[config.mk]
export PLATFORM = sky130hd
export DESIGN_NAME = cev_exception_unit
export DESIGN_NICKNAME = d
export VERILOG_FILES = /design/src/common/cev_pkg.sv /design/src/common/cev_bus_if.sv /design/src/core/cev_exception_unit.sv /design/src/core/cev_vec_addr.sv /design/src/core/cev_bus_port.sv
export SDC_FILE = /design/constraint.sdc
export NUM_CORES = 1
export LEC_CHECK = 0
export BUFFER_PORTS_ARGS = -buffer_cell sky130_fd_sc_hd__buf_2
export CORE_MARGIN = 3
export CORE_UTILIZATION = 45
export DETAILED_ROUTE_END_ITERATION = 7
export PLACE_DENSITY = 0.84
export SETUP_SLACK_MARGIN = 0.1
export SLEW_MARGIN = 20
export SYNTH_ARGS = -nofsm -noshare
export SYNTH_HDL_FRONTEND = slang
export SYNTH_HIERARCHICAL = 1
export SYNTH_SLANG_ARGS = --single-unit
export TNS_END_PERCENT = 50
[constraint.sdc]
create_clock -name sys_clk -period 2.8 [get_ports sys_clk]
set_input_delay 0.56 -clock sys_clk [delete_from_list [all_inputs] [get_ports sys_clk]]
set_output_delay 0.56 -clock sys_clk [all_outputs]
set_load 0.01 [all_outputs]
[src/common/cev_pkg.sv]
package cev_pkg;

    // --------
    // Table geometry
    // --------
    localparam int unsigned TABLE_ENTRIES = 256;
    localparam int unsigned TABLE_BYTES   = 1024;
    localparam int unsigned VEC_SHIFT     = 2;

    // --------
    // Vector numbers
    // --------
    localparam logic [7:0] VEC_RESET_SP     = 8'h00;
    localparam logic [7:0] VEC_RESET_PC     = 8'h01;
    localparam logic [7:0] VEC_BUS_ERR      = 8'h02;
    localparam logic [7:0] VEC_ADDR_ERR     = 8'h03;
    localparam logic [7:0] VEC_ILLEGAL      = 8'h04;
    localparam logic [7:0] VEC_ZERO_DIV     = 8'h05;
    localparam logic [7:0] VEC_BOUNDS       = 8'h06;
    localparam logic [7:0] VEC_COND_CALL    = 8'h07;
    localparam logic [7:0] VEC_PRIV         = 8'h08;
    localparam logic [7:0] VEC_TRACE        = 8'h09;
    localparam logic [7:0] VEC_LINE_A       = 8'h0a;
    localparam logic [7:0] VEC_LINE_F       = 8'h0b;
    localparam logic [7:0] VEC_HW_BREAK     = 8'h0c;
    localparam logic [7:0] VEC_COPRO_PROT   = 8'h0d;
    localparam logic [7:0] VEC_FORMAT_ERR   = 8'h0e;
    localparam logic [7:0] VEC_UNINIT_INT   = 8'h0f;
    localparam logic [7:0] VEC_SPURIOUS     = 8'h18;
    localparam logic [7:0] VEC_AUTO_BASE    = 8'h18;
    localparam logic [7:0] VEC_TRAP_BASE    = 8'h20;
    localparam logic [7:0] VEC_USER_FIRST   = 8'h40;

    // --------
    // Fixed reset and table offsets and reset values
    // --------
    localparam logic [31:0] OFF_RESET_SP    = 32'h0000_0000;
    localparam logic [31:0] OFF_RESET_PC    = 32'h0000_0004;
    localparam logic [31:0] OFF_TRAP_BASE   = 32'h0000_0080;
    localparam logic [31:0] OFF_USER_BASE   = 32'h0000_0100;
    localparam logic [31:0] BASE_RESET      = 32'h0000_0000;
    localparam logic [15:0] STATUS_RESET    = 16'h2700;
    localparam logic [2:0]  MASK_RESET      = 3'h7;

    // --------
    // Status word fields
    // --------
    localparam int unsigned SW_TRACE_HIGH   = 15;
    localparam int unsigned SW_TRACE_LOW    = 14;
    localparam int unsigned SW_SUPER        = 13;
    localparam int unsigned SW_MASK_LSB     = 8;

    // --------
    // Bus spaces and frame
    // --------
    localparam logic [3:0] SPACE_SUP_DATA   = 4'h5;
    localparam logic [3:0] SPACE_SUP_PROG   = 4'h6;
    localparam logic [3:0] SPACE_CPU        = 4'hf;
    localparam logic [2:0] FRAME_WORDS      = 3'h3;

    typedef enum logic [3:0] {
        CEV_IDLE     = 4'b0000,
        CEV_RST_SP   = 4'b0001,
        CEV_RST_PC   = 4'b0010,
        CEV_ACK      = 4'b0011,
        CEV_PUSH     = 4'b0100,
        CEV_FETCH    = 4'b0101,
        CEV_STANDBY  = 4'b0110,
        CEV_DONE     = 4'b0111
    } cev_state_t;

endpackage

[src/common/cev_bus_if.sv]
`timescale 1ns/1ps
`default_nettype none
interface cev_bus_if;
    logic        req;
    logic        we;
    logic [3:0]  space;
    logic [31:0] addr;
    logic [31:0] wdata;
    logic        done;
    logic [31:0] rdata;
    logic        err;

    modport master (output req, output we, output space, output addr, output wdata,
                    input done, input rdata, input err);
    modport slave  (input req, input we, input space, input addr, input wdata,
                    output done, output rdata, output err);
endinterface
`default_nettype wire

[src/core/cev_exception_unit.sv]
// How it works
// - Handlers are found via a 256-entry, 1024-byte table at a movable base.
// - First 64 entries are processor exceptions; the other 192 are user interrupts.
// - Each entry is one long word; reset uses two: stack then counter.
// - Reset fetches use supervisor program space; vector fetches and frame pushes supervisor data space.
// - Vector address is base plus the 8-bit number shifted left by two.
// - After reset, stack comes from offset 000 and counter from 004.
// - Vector 24 is spurious; 25 to 31 autovector levels one to seven.
// - Trap instructions 0 to 15 use vectors 32 to 47 from offset 080.
// - Vectors 64 to 255 from offset 100 are user defined.
// - Vectors 14 and 15 serve format error and uninitialized interrupt.
// - 13 is coprocessor violation; 16-23, 59-63 unassigned; 48-58 coprocessor.
// - Illegal opcodes, privilege, odd fetches and odd operands raise exceptions.
// - Non-reset exceptions copy status, set supervisor, clear both trace bits.
// - Reset and interrupts also update the interrupt priority mask.
// - Interrupt vectors come from an acknowledge cycle in space F.
// - A frame with status and program counter is pushed on supervisor stack.
// - Fetched vector loads the program counter; execution resumes if nothing pends.
// - Standby ends only on reset or an interrupt at or above stop level.
// - Single-instruction loop mode ends whenever any exception is taken.
`timescale 1ns/1ps
`default_nettype none
module cev_exception_unit (
    input  wire logic        sys_clk,
    input  wire logic        reset_n,
    input  wire logic        reset_req,
    input  wire logic        exc_bus_error,
    input  wire logic        exc_illegal,
    input  wire logic        exc_privilege,
    input  wire logic        exc_odd_fetch,
    input  wire logic        exc_odd_operand,
    input  wire logic        exc_zero_div,
    input  wire logic        exc_bounds,
    input  wire logic        exc_cond_call,
    input  wire logic        exc_trace,
    input  wire logic        exc_line_a,
    input  wire logic        exc_line_f,
    input  wire logic        exc_breakpoint,
    input  wire logic        exc_format,
    input  wire logic        exc_copro,
    input  wire logic        trap_req,
    input  wire logic [3:0]  trap_num,
    input  wire logic [2:0]  irq_level,
    input  wire logic        standby_halt_instr,
    input  wire logic [2:0]  standby_level,
    input  wire logic        base_write,
    input  wire logic [31:0] base_wdata,
    input  wire logic        status_write,
    input  wire logic [15:0] status_wdata,
    input  wire logic [31:0] cur_pc,
    input  wire logic [31:0] cur_ssp,
    input  wire logic        loop_enter,
    output logic             bus_req,
    output logic             bus_we,
    output logic [3:0]       bus_space,
    output logic [31:0]      bus_addr,
    output logic [31:0]      bus_wdata,
    input  wire logic        bus_done,
    input  wire logic [31:0] bus_rdata,
    input  wire logic        bus_err,
    output logic [31:0]      vector_table_base,
    output logic [15:0]      status_word,
    output logic [15:0]      saved_status,
    output logic [31:0]      new_pc,
    output logic [31:0]      new_ssp,
    output logic             pc_load,
    output logic             busy,
    output logic             standby,
    output logic             loop_mode,
    output logic             double_fault
);
    // --------
    // Bus port and address former
    // --------
    cev_bus_if bif ();

    cev_bus_port u_port (
        .sys_clk   (sys_clk),
        .reset_n   (reset_n),
        .bus       (bif.slave),
        .bus_req   (bus_req),
        .bus_we    (bus_we),
        .bus_space (bus_space),
        .bus_addr  (bus_addr),
        .bus_wdata (bus_wdata),
        .bus_done  (bus_done),
        .bus_rdata (bus_rdata),
        .bus_err   (bus_err)
    );

    cev_pkg::cev_state_t state;
    logic [7:0]  vec_num;
    logic [31:0] vec_addr;
    logic [2:0]  irq_taken;
    logic [1:0]  push_idx;
    logic [31:0] frame_sp;

    cev_vec_addr u_addr (
        .table_base (vector_table_base),
        .vec_num    (vec_num),
        .vec_addr   (vec_addr)
    );

    // --------
    // Pending-source selection
    // --------
    logic       irq_hit;
    logic       any_exc;
    logic [7:0] int_vec;

    // Level 7 cannot be masked; lower levels must exceed the mask.
    assign irq_hit = (irq_level != 3'h0) &&
                     ((irq_level == 3'h7) ||
                      (irq_level > status_word[cev_pkg::SW_MASK_LSB +: 3]));

    always_comb begin
        any_exc = 1'b1;
        int_vec = cev_pkg::VEC_ILLEGAL;
        if (exc_bus_error) begin
            int_vec = cev_pkg::VEC_BUS_ERR;
        end else if (exc_odd_fetch || exc_odd_operand) begin
            int_vec = cev_pkg::VEC_ADDR_ERR;
        end else if (exc_illegal) begin
            int_vec = cev_pkg::VEC_ILLEGAL;
        end else if (exc_privilege) begin
            int_vec = cev_pkg::VEC_PRIV;
        end else if (exc_line_a) begin
            int_vec = cev_pkg::VEC_LINE_A;
        end else if (exc_line_f) begin
            int_vec = cev_pkg::VEC_LINE_F;
        end else if (exc_copro) begin
            int_vec = cev_pkg::VEC_COPRO_PROT;
        end else if (exc_format) begin
            int_vec = cev_pkg::VEC_FORMAT_ERR;
        end else if (exc_zero_div) begin
            int_vec = cev_pkg::VEC_ZERO_DIV;
        end else if (exc_bounds) begin
            int_vec = cev_pkg::VEC_BOUNDS;
        end else if (exc_cond_call) begin
            int_vec = cev_pkg::VEC_COND_CALL;
        end else if (trap_req) begin
            int_vec = cev_pkg::VEC_TRAP_BASE | {4'h0, trap_num};
        end else if (exc_breakpoint) begin
            int_vec = cev_pkg::VEC_HW_BREAK;
        end else if (exc_trace) begin
            int_vec = cev_pkg::VEC_TRACE;
        end else begin
            any_exc = 1'b0;
        end
    end

    // --------
    // Sequencer
    // --------
    always_ff @(posedge sys_clk or negedge reset_n) begin
        if (!reset_n) begin
            state     <= cev_pkg::CEV_RST_SP;
            vec_num   <= cev_pkg::VEC_RESET_SP;
            irq_taken <= 3'h0;
            push_idx  <= 2'h0;
        end else if (reset_req) begin
            state   <= cev_pkg::CEV_RST_SP;
            vec_num <= cev_pkg::VEC_RESET_SP;
        end else begin
            unique case (state)
                cev_pkg::CEV_IDLE, cev_pkg::CEV_DONE: begin
                    push_idx <= 2'h0;
                    if (irq_hit) begin
                        state     <= cev_pkg::CEV_ACK;
                        irq_taken <= irq_level;
                    end else if (any_exc) begin
                        state   <= cev_pkg::CEV_PUSH;
                        vec_num <= int_vec;
                    end else if (standby_halt_instr) begin
                        state <= cev_pkg::CEV_STANDBY;
                    end else begin
                        state <= cev_pkg::CEV_IDLE;
                    end
                end
                cev_pkg::CEV_STANDBY: begin
                    // Besides reset, only an interrupt at or above the stop level wakes it.
                    if (irq_level != 3'h0 && irq_level >= standby_level) begin
                        state     <= cev_pkg::CEV_ACK;
                        irq_taken <= irq_level;
                    end
                end
                cev_pkg::CEV_RST_SP: begin
                    if (bif.done) begin
                        state   <= cev_pkg::CEV_RST_PC;
                        vec_num <= cev_pkg::VEC_RESET_PC;
                    end
                end
                cev_pkg::CEV_RST_PC: begin
                    if (bif.done) begin
                        state <= cev_pkg::CEV_DONE;
                    end
                end
                cev_pkg::CEV_ACK: begin
                    if (bif.done) begin
                        // A bus error on acknowledge means spurious.
                        vec_num <= bif.err ? cev_pkg::VEC_SPURIOUS : bus_rdata[7:0];
                        state   <= cev_pkg::CEV_PUSH;
                    end
                end
                cev_pkg::CEV_PUSH: begin
                    if (bif.done) begin
                        push_idx <= push_idx + 2'h1;
                        if (push_idx == 2'(cev_pkg::FRAME_WORDS - 3'h1)) begin
                            state <= cev_pkg::CEV_FETCH;
                        end
                    end
                end
                cev_pkg::CEV_FETCH: begin
                    if (bif.done) begin
                        state <= cev_pkg::CEV_DONE;
                    end
                end
            endcase
        end
    end

    // --------
    // Bus request forming
    // --------
    always_comb begin
        bif.req   = 1'b0;
        bif.we    = 1'b0;
        bif.space = cev_pkg::SPACE_SUP_DATA;
        bif.addr  = vec_addr;
        bif.wdata = 32'h0;
        unique case (state)
            cev_pkg::CEV_RST_SP: begin
                bif.req   = 1'b1;
                bif.space = cev_pkg::SPACE_SUP_PROG;
                bif.addr  = cev_pkg::OFF_RESET_SP;
            end
            cev_pkg::CEV_RST_PC: begin
                bif.req   = 1'b1;
                bif.space = cev_pkg::SPACE_SUP_PROG;
                bif.addr  = cev_pkg::OFF_RESET_PC;
            end
            cev_pkg::CEV_ACK: begin
                bif.req   = 1'b1;
                bif.space = cev_pkg::SPACE_CPU;
                bif.addr  = {28'h0, irq_taken, 1'b1};
            end
            cev_pkg::CEV_PUSH: begin
                // Frame: vector offset word, program counter, saved status.
                bif.req  = 1'b1;
                bif.we   = 1'b1;
                bif.addr = frame_sp - {28'h0, push_idx, 2'h0} - 32'h4;
                unique case (push_idx)
                    2'h0:    bif.wdata = {22'h0, vec_num, 2'h0};
                    2'h1:    bif.wdata = cur_pc;
                    default: bif.wdata = {16'h0, saved_status};
                endcase
            end
            cev_pkg::CEV_FETCH: begin
                bif.req   = 1'b1;
                bif.space = cev_pkg::SPACE_SUP_DATA;
                bif.addr  = vec_addr;
            end
            default: begin
                bif.req = 1'b0;
            end
        endcase
    end

    // --------
    // Status word and table base
    // --------
    logic starting;
    assign starting = ((state == cev_pkg::CEV_IDLE || state == cev_pkg::CEV_DONE) &&
                       (irq_hit || any_exc)) ||
                      (state == cev_pkg::CEV_STANDBY && irq_level != 3'h0 &&
                       irq_level >= standby_level);

    always_ff @(posedge sys_clk or negedge reset_n) begin
        if (!reset_n) begin
            status_word  <= cev_pkg::STATUS_RESET;
            saved_status <= 16'h0;
            frame_sp     <= 32'h0;
        end else if (reset_req) begin
            status_word <= cev_pkg::STATUS_RESET;
        end else if (starting) begin
            saved_status                        <= status_word;
            frame_sp                            <= cur_ssp;
            status_word[cev_pkg::SW_SUPER]      <= 1'b1;
            status_word[cev_pkg::SW_TRACE_HIGH] <= 1'b0;
            status_word[cev_pkg::SW_TRACE_LOW]  <= 1'b0;
            if (irq_hit || state == cev_pkg::CEV_STANDBY) begin
                status_word[cev_pkg::SW_MASK_LSB +: 3] <= irq_level;
            end
        end else if (status_write && state == cev_pkg::CEV_IDLE) begin
            status_word <= status_wdata;
        end
    end

    // Relocation is allowed at any time, even during a running sequence.
    always_ff @(posedge sys_clk or negedge reset_n) begin
        if (!reset_n) begin
            vector_table_base <= cev_pkg::BASE_RESET;
        end else if (reset_req) begin
            vector_table_base <= cev_pkg::BASE_RESET;
        end else if (base_write) begin
            vector_table_base <= base_wdata;
        end
    end

    // --------
    // Results to the core
    // --------
    always_ff @(posedge sys_clk or negedge reset_n) begin
        if (!reset_n) begin
            new_pc       <= 32'h0;
            new_ssp      <= 32'h0;
            pc_load      <= 1'b0;
            busy         <= 1'b1;
            standby      <= 1'b0;
            loop_mode    <= 1'b0;
            double_fault <= 1'b0;
        end else begin
            pc_load <= 1'b0;
            if (bif.done && state == cev_pkg::CEV_RST_SP) begin
                new_ssp <= bus_rdata;
            end
            if (bif.done && (state == cev_pkg::CEV_RST_PC || state == cev_pkg::CEV_FETCH)) begin
                new_pc  <= bus_rdata;
                pc_load <= 1'b1;
            end
            if (state == cev_pkg::CEV_PUSH) begin
                new_ssp <= frame_sp - 32'hc;
            end
            busy    <= (state != cev_pkg::CEV_IDLE && state != cev_pkg::CEV_DONE &&
                        state != cev_pkg::CEV_STANDBY) || starting;
            standby <= (state == cev_pkg::CEV_STANDBY) && !starting && !reset_req;
            // Loop mode cannot survive any exception entry.
            if (starting || reset_req) begin
                loop_mode <= 1'b0;
            end else if (loop_enter) begin
                loop_mode <= 1'b1;
            end
            if (bif.done && bif.err && state == cev_pkg::CEV_PUSH) begin
                double_fault <= 1'b1;
            end else if (reset_req) begin
                double_fault <= 1'b0;
            end
        end
    end

    // Vectors 16-23 and 48-255 arrive only as numbers from an interrupter.
endmodule // cev_exception_unit
`default_nettype wire

[src/core/cev_vec_addr.sv]
`timescale 1ns/1ps
`default_nettype none
module cev_vec_addr (
    input  wire logic [31:0] table_base,
    input  wire logic [7:0]  vec_num,
    output logic      [31:0] vec_addr
);
    // Offsets run 0 to 3fc, so the table spans exactly its 1024 bytes.
    assign vec_addr = table_base + {22'h0, vec_num, 2'h0};
endmodule // cev_vec_addr
`default_nettype wire

[src/core/cev_bus_port.sv]
`timescale 1ns/1ps
`default_nettype none
module cev_bus_port (
    input  wire logic        sys_clk,
    input  wire logic        reset_n,
    cev_bus_if.slave         bus,
    output logic             bus_req,
    output logic             bus_we,
    output logic [3:0]       bus_space,
    output logic [31:0]      bus_addr,
    output logic [31:0]      bus_wdata,
    input  wire logic        bus_done,
    input  wire logic [31:0] bus_rdata,
    input  wire logic        bus_err
);
    // --------
    // Registered bus pins
    // --------
    always_ff @(posedge sys_clk or negedge reset_n) begin
        if (!reset_n) begin
            bus_req   <= 1'b0;
            bus_we    <= 1'b0;
            bus_space <= 4'h0;
            bus_addr  <= 32'h0;
            bus_wdata <= 32'h0;
        end else begin
            bus_req   <= bus.req & ~bus_done;
            bus_we    <= bus.we;
            bus_space <= bus.space;
            bus_addr  <= bus.addr;
            bus_wdata <= bus.wdata;
        end
    end

    assign bus.done  = bus_done & bus_req;
    assign bus.rdata = bus_rdata;
    assign bus.err   = bus_err;
endmodule // cev_bus_port
`default_nettype wire

=== Word-level counts from Yosys, hierarchy flattened ===
Index checks and enable logic that the tools add are counted.

* Add/sub/neg operators: 5
* Magnitude comparators: 2
* Equal/unequal tests: 25
* Multiplexer cells: 73
* Bitwise gates (word level): 4
* Reduce and logical (&&, ||, !) cells: 49

{| class="wikitable"
|+ Operators by type and width
! kind !! number
|-
| $mux W32 || 5
|-
| $pmux W32 S4 || 1
|-
| $mux W6 || 11
|-
| $mux W8 || 8
|-
| $pmux W32 S2 || 1
|-
| $mux W4 || 9
|-
| $add A32 B10 Y32 || 1
|-
| $mux W16 || 2
|-
| $sub A32 B3 Y32 const B || 1
|-
| $sub A32 B4 Y32 || 1
|-
| $sub A32 B4 Y32 const B || 1
|-
| $mux W3 || 8
|-
| $pmux W4 S6 || 1
|-
| $pmux W8 S3 || 1
|-
| $mux W1 || 21
|-
| $ne A3 B3 Y1 const B || 7
|-
| $eq A4 B3 Y1 const B || 4
|-
| $logic_and A1 B1 Y1 || 14
|-
| $reduce_bool A2 Y1 || 7
|-
| $logic_or A1 B1 Y1 || 9
|-
| $eq A4 B2 Y1 const B || 2
|-
| $ne A2 B2 Y1 const B || 4
|-
| $ne A4 B3 Y1 const B || 2
|-
| $pmux W4 S2 || 1
|-
| other kinds (26) || 36
|}

* Register bits: 252
* Input port bits: 178
* Output and inout bits: 203
* Word-level logic and storage cells: 180

=== Longest topological paths before layout ===
* Depth after elaboration: 20
* Depth in mapped cells: 10
* Depth with buffers taken out: 10

=== Modules after synthesis ===
Netlist, hierarchy kept.

{| class="wikitable"
|+ By module, submodules not included
! module !! instances !! cells an instance !! area an instance (um^2) !! sequential area each (um^2)
|-
| cev_exception_unit || 1 || 1,096 || 10,044.6 || 4,536.9
|-
| cev_bus_port || 1 || 105 || 2,015.7 || 1,751.7
|-
| cev_vec_addr || 1 || 100 || 784.5 || 0.0
|}

=== Worst setup path after synthesis ===
Ideal clock, no wire load.

* Path type: register to register
* Start: register status_word[9]
* End: register saved_status[10]
* Library setup time: 0.125 ns
* Arrival: 2.601 ns
* Setup slack: 0.074 ns
* Cell stages (with the launch flop): 11
* Path buffers: 2
* Cells stage by stage: dfstp_2 -> inv_1 -> ha_1 -> and3_1 -> a211o_1 -> o2111ai_1 -> o21ai_1 -> a21oi_1 -> buf_2 -> buf_2 -> mux2_2

* Cells in the longest elaborated chain, start to end: 7

{| class="wikitable"
|+ RTL lines
! item !! RTL line !! text
|-
| start: declaration || cev_exception_unit.sv:62 || <nowiki>output logic [15:0] status_word,</nowiki>
|-
| start signal: assignment || cev_exception_unit.sv:280 || <nowiki>status_word <= cev_pkg::STATUS_RESET;</nowiki>
|-
| start signal: assignment || cev_exception_unit.sv:284 || <nowiki>status_word <= cev_pkg::STATUS_RESET;</nowiki>
|-
| start signal: indexed assignment || cev_exception_unit.sv:292 || <nowiki>status_word[cev_pkg::SW_MASK_LSB +: 3] <= irq_level;</nowiki>
|-
| $gt A3 B3 Y1 || cev_exception_unit.sv:114 || <nowiki>(irq_level > status_word[cev_pkg::SW_MASK_LSB +: 3]));</nowiki>
|-
| $logic_or A1 B1 Y1 || cev_exception_unit.sv:113 || <nowiki>((irq_level == 3'h7) ||</nowiki>
|-
| $logic_and A1 B1 Y1 || cev_exception_unit.sv:112 || <nowiki>assign irq_hit = (irq_level != 3'h0) &&</nowiki>
|-
| $logic_or A1 B1 Y1 || cev_exception_unit.sv:274 || <nowiki>(irq_hit || any_exc)) ||</nowiki>
|-
| $logic_and A1 B1 Y1 || cev_exception_unit.sv:273 || <nowiki>assign starting = ((state == cev_pkg::CEV_IDLE || state == cev_pkg::CEV_DONE) &&</nowiki>
|-
| $logic_or A1 B1 Y1 || cev_exception_unit.sv:274 ||
|-
| $reduce_and A2 Y1 (no source line) || - ||
|-
| end signal: assignment || cev_exception_unit.sv:286 || <nowiki>saved_status <= status_word;</nowiki>
|-
| end: declaration || cev_exception_unit.sv:63 || <nowiki>output logic [15:0] saved_status,</nowiki>
|}

No other way between the ends.
A chain may end at the register's enable or synchronous reset.

=== Worst setup path in the final report ===
* Start: register status_word[9]
* End: register vec_num[4]

* Cells in the longest elaborated chain, start to end: 5

{| class="wikitable"
|+ RTL lines
! item !! RTL line !! text
|-
| $gt A3 B3 Y1 || cev_exception_unit.sv:114 ||
|-
| $logic_or A1 B1 Y1 || cev_exception_unit.sv:113 ||
|-
| $logic_and A1 B1 Y1 || cev_exception_unit.sv:112 ||
|-
| $ne A3 B3 Y1 (no source line) || - ||
|-
| $reduce_and A5 Y1 (no source line) || - ||
|-
| end signal: assignment || cev_exception_unit.sv:158 || <nowiki>vec_num <= cev_pkg::VEC_RESET_SP;</nowiki>
|-
| end signal: assignment || cev_exception_unit.sv:163 || <nowiki>vec_num <= cev_pkg::VEC_RESET_SP;</nowiki>
|-
| end signal: assignment || cev_exception_unit.sv:173 || <nowiki>vec_num <= int_vec;</nowiki>
|-
| end: declaration || cev_exception_unit.sv:92 || <nowiki>logic [7:0] vec_num;</nowiki>
|}

No other way between the ends.

==> out/metrics.yaml <==
status:
  status: "finished clean"
final_layout:
  fill_cells: 2270
  layout_net_count: 1860
  finish.instance_area_sq_mm: 0.0162
  area_growth_from_synthesis_to_layout_pct: 28.6
  layout-drive-gt1-share_pct: 34.2
  footprint_of_the_multi_input_gates_sq_mm: 0.00595
  seq_area_sq_mm: 0.00629
routing:
  drtAntennaViolNets: 0
  route.detailed.vias_per_inst: 5.48
  drt_wl_total_um: 40300
  firstDrtPassIters: 5
  detail_route.iter0.violations: 884
  routed_wire_length_per_instance_um: 19.7
  route.detailed.drc: 0
  route.vias.total: 11233
clock_network:
  tritoncts: "built"
  clock_tree.root_cell: "clkbuf_16"
  ctsLongestPathBuffers: 3
  cts_max_level: 1
  clk_latency_ps: 540
  clock-sinks: 251
  tritoncts.num_buffers: 27
  clk_pin_slew_ps: 70
grt:
  grt_remaining_overflow: 0
  grt_max_degree: 60
  grt_pass1_wl_um: 62500
  grt_usage_pct: 25.7
  antenna_violations_before_repair: 8
  grt_pass1_vias: 10934
sta:
  final_min_period_over_clock_period_pct: 96.2
  finalHoldViolations: 0
  fin_tns_setup_ps: 0
  timing.max_slew.rel_slack_pct: 28.0
  post-route-worst-setup-slack_ps: 107
  tightest_slew_ps: 1080
  rsz0062_at_grt: "yes"
  layout_min_cycle_time_ps: 2690
  fin_skew_ps: 19.1
  highest_clock_rate_mhz: 371
  hold_slack_ps: 248
  setup-violations-final: 0
  maxSlewViolCount: 0
placement:
  detailedPlacementHpwl_um: 30500
  gp_routability_congestion: 0.940
  numPortBuffers: 380
  postPlaceCellArea_sq_mm: 0.0151
  pre_cts_ws_ps: -73.0
setup_path:
  cp-end-kind: "register"
  required_ps: 3240
  critical_path_peak_fanout: 6
  timing.setup.critical_path_class: "reg -> reg"
  worst_r2r_startpoint: "status_word[9]"
  critical_path.startpoint: "status_word[9]"
  r2r.worst_path.cells: 9
  critPathArrivalTime_ps: 3140
  startpoint_type: "register"
power_and_ir_drop:
  netSwitchingFraction_pct: 38.1
  clkPwrFrac_pct: 25.0
  power.switching_uw: 5930
  cellLeakagePower_uw: 0.00829
  share_seq_of_total_power_pct: 36.3
  internal_power_uw: 9610
  vdd_drop_max_mv: 0.451
  combPwrFrac_pct: 38.6
  power_density_mw_per_mm2: 959
  finalPower_uw: 15500
yosys:
  netlist_instances: 1269
  yosysWarningCount: 6
  average_size_of_a_mapped_cell_sq_um: 9.93
  synth.net_count: 1476
  netlist_area_before_placement_sq_mm: 0.0126
flow_run:
  max_cap_violations: 0
floorplan:
  io-pin-count: 381
  die_height_um: 173
  die_area_sq_mm: 0.0301
  die_w_um: 173
  area_of_the_core_sq_mm: 0.0273
  initial_core_util_pct: 46.3
  placement_rows: 60
hold_path:
  worst_hold_path_type: "in -> reg"
  min-delay-start: "bus_rdata[21]"
  timing.hold.worst_path_depth: 3
==> sequential cells by signal, indices dropped and copies added, names as in the netlist, 2 cells and up <==
| register | count |
|---|---|
| frame_sp | 32 |
| new_pc | 32 |
| new_ssp | 32 |
| u_port/bus_addr | 32 |
| u_port/bus_wdata | 32 |
| vector_table_base | 32 |
| saved_status | 16 |
| status_word | 16 |
| vec_num | 8 |
| u_port/bus_space | 4 |
| irq_taken | 3 |
| state | 3 |
| push_idx | 2 |
==> cells in the final DEF (no fill, tap or decap), types with 8 or more instances in the layout <==
master and count:
buf_2 379, dfrtp_1 245, nand2_1 228, nor2_1 108, a21oi_1 55, mux2_2 50
mux2i_1 50, buf_4 45, xnor2_1 43, xor2_1 40, o21ai_0 38, and3_1 35
inv_1 29, clkbuf_16 28, ha_1 27, a22oi_1 25, nand3_1 21, nor3_1 17
o22ai_1 17, nand4_1 8, o21ai_1 8, a31oi_1 8
==> power by group through the flow <==
stage / clock network, uW / logic (uW) / registers [uW]
finish: 3890 / 6000 / 5650
global route: 4120 / 6540 / 5760
CTS: 3970 / 5880 / 5620
detailed placement: 0 / 5810 / 5670
global placement: 0 / 5640 / 5640
floorplan: 0 / 3580 / 5530
==> per-layer routing <==
metal / up-vias / wire length (um) / track usage (%) / part of all wire (%)
li1: 5152 / - / - / -
met1: 5463 / 17100 / 35.3 / 42
met2: 507 / 18700 / 41.4 / 46
met3: 103 / 2940 / 4.36 / 7.3
met4: 8 / 1520 / 9.02 / 3.8
met5: - / 68 / 0 / 0.17
==> timing repair <==
item | 4_1_cts | 5_1_grt
pin swaps | 1 | 2
hold buffers | 1 | 0
endpoints found under the hold margin | 54 | 0
setup endpoints to repair | 51 | 45
resized for setup | 3 | 8
cloned | 0 | 1
buffers inserted | 0 | 2
==> cell type report <==
cell class / count / area share [%]
flip-flops and latches: 251 / 38.8
clock inverters: 16 / 1.54
repair buffers: 433 / 14.8
well taps: 372 / 2.87
inverters: 31 / 0.718
diodes: 4 / 0.0617
clock buffers: 34 / 4.52
multi-input cells: 909 / 36.7
==> worst paths after layout <==
| path | slack (ps) | end |
|---|---|---|
| worst max-delay path | 110 | vec_num[4] |
| worst min-delay path | 250 | new_pc[21] |
| worst min register to register | 470 | new_pc[15] |
| min in group asynchronous | 570 | frame_sp[24] |
| worst max register to register | 110 | vec_num[4] |
| max in group asynchronous | 1520 | new_ssp[25] |
==> stage by stage <==
stage                     instances  util (%)
after CTS                      2043      59.1
after global routing           2050      59.5
final                          2050      59.5
after floorplan                1269         -
after detailed placement       1992      55.4
after global placement         1992      55.4
==> critical path, cell delays in order (launching register included) <==
cell       delay [ps]
dfstp_2           550
inv_1              60
ha_1              310
nor2b_1           160
o2111ai_2         230
o2111a_1          400
a21oi_1           170
buf_4             180
or3_1             380
a21oi_1           180
No activity file was read; power rests on OpenSTA's default activity.
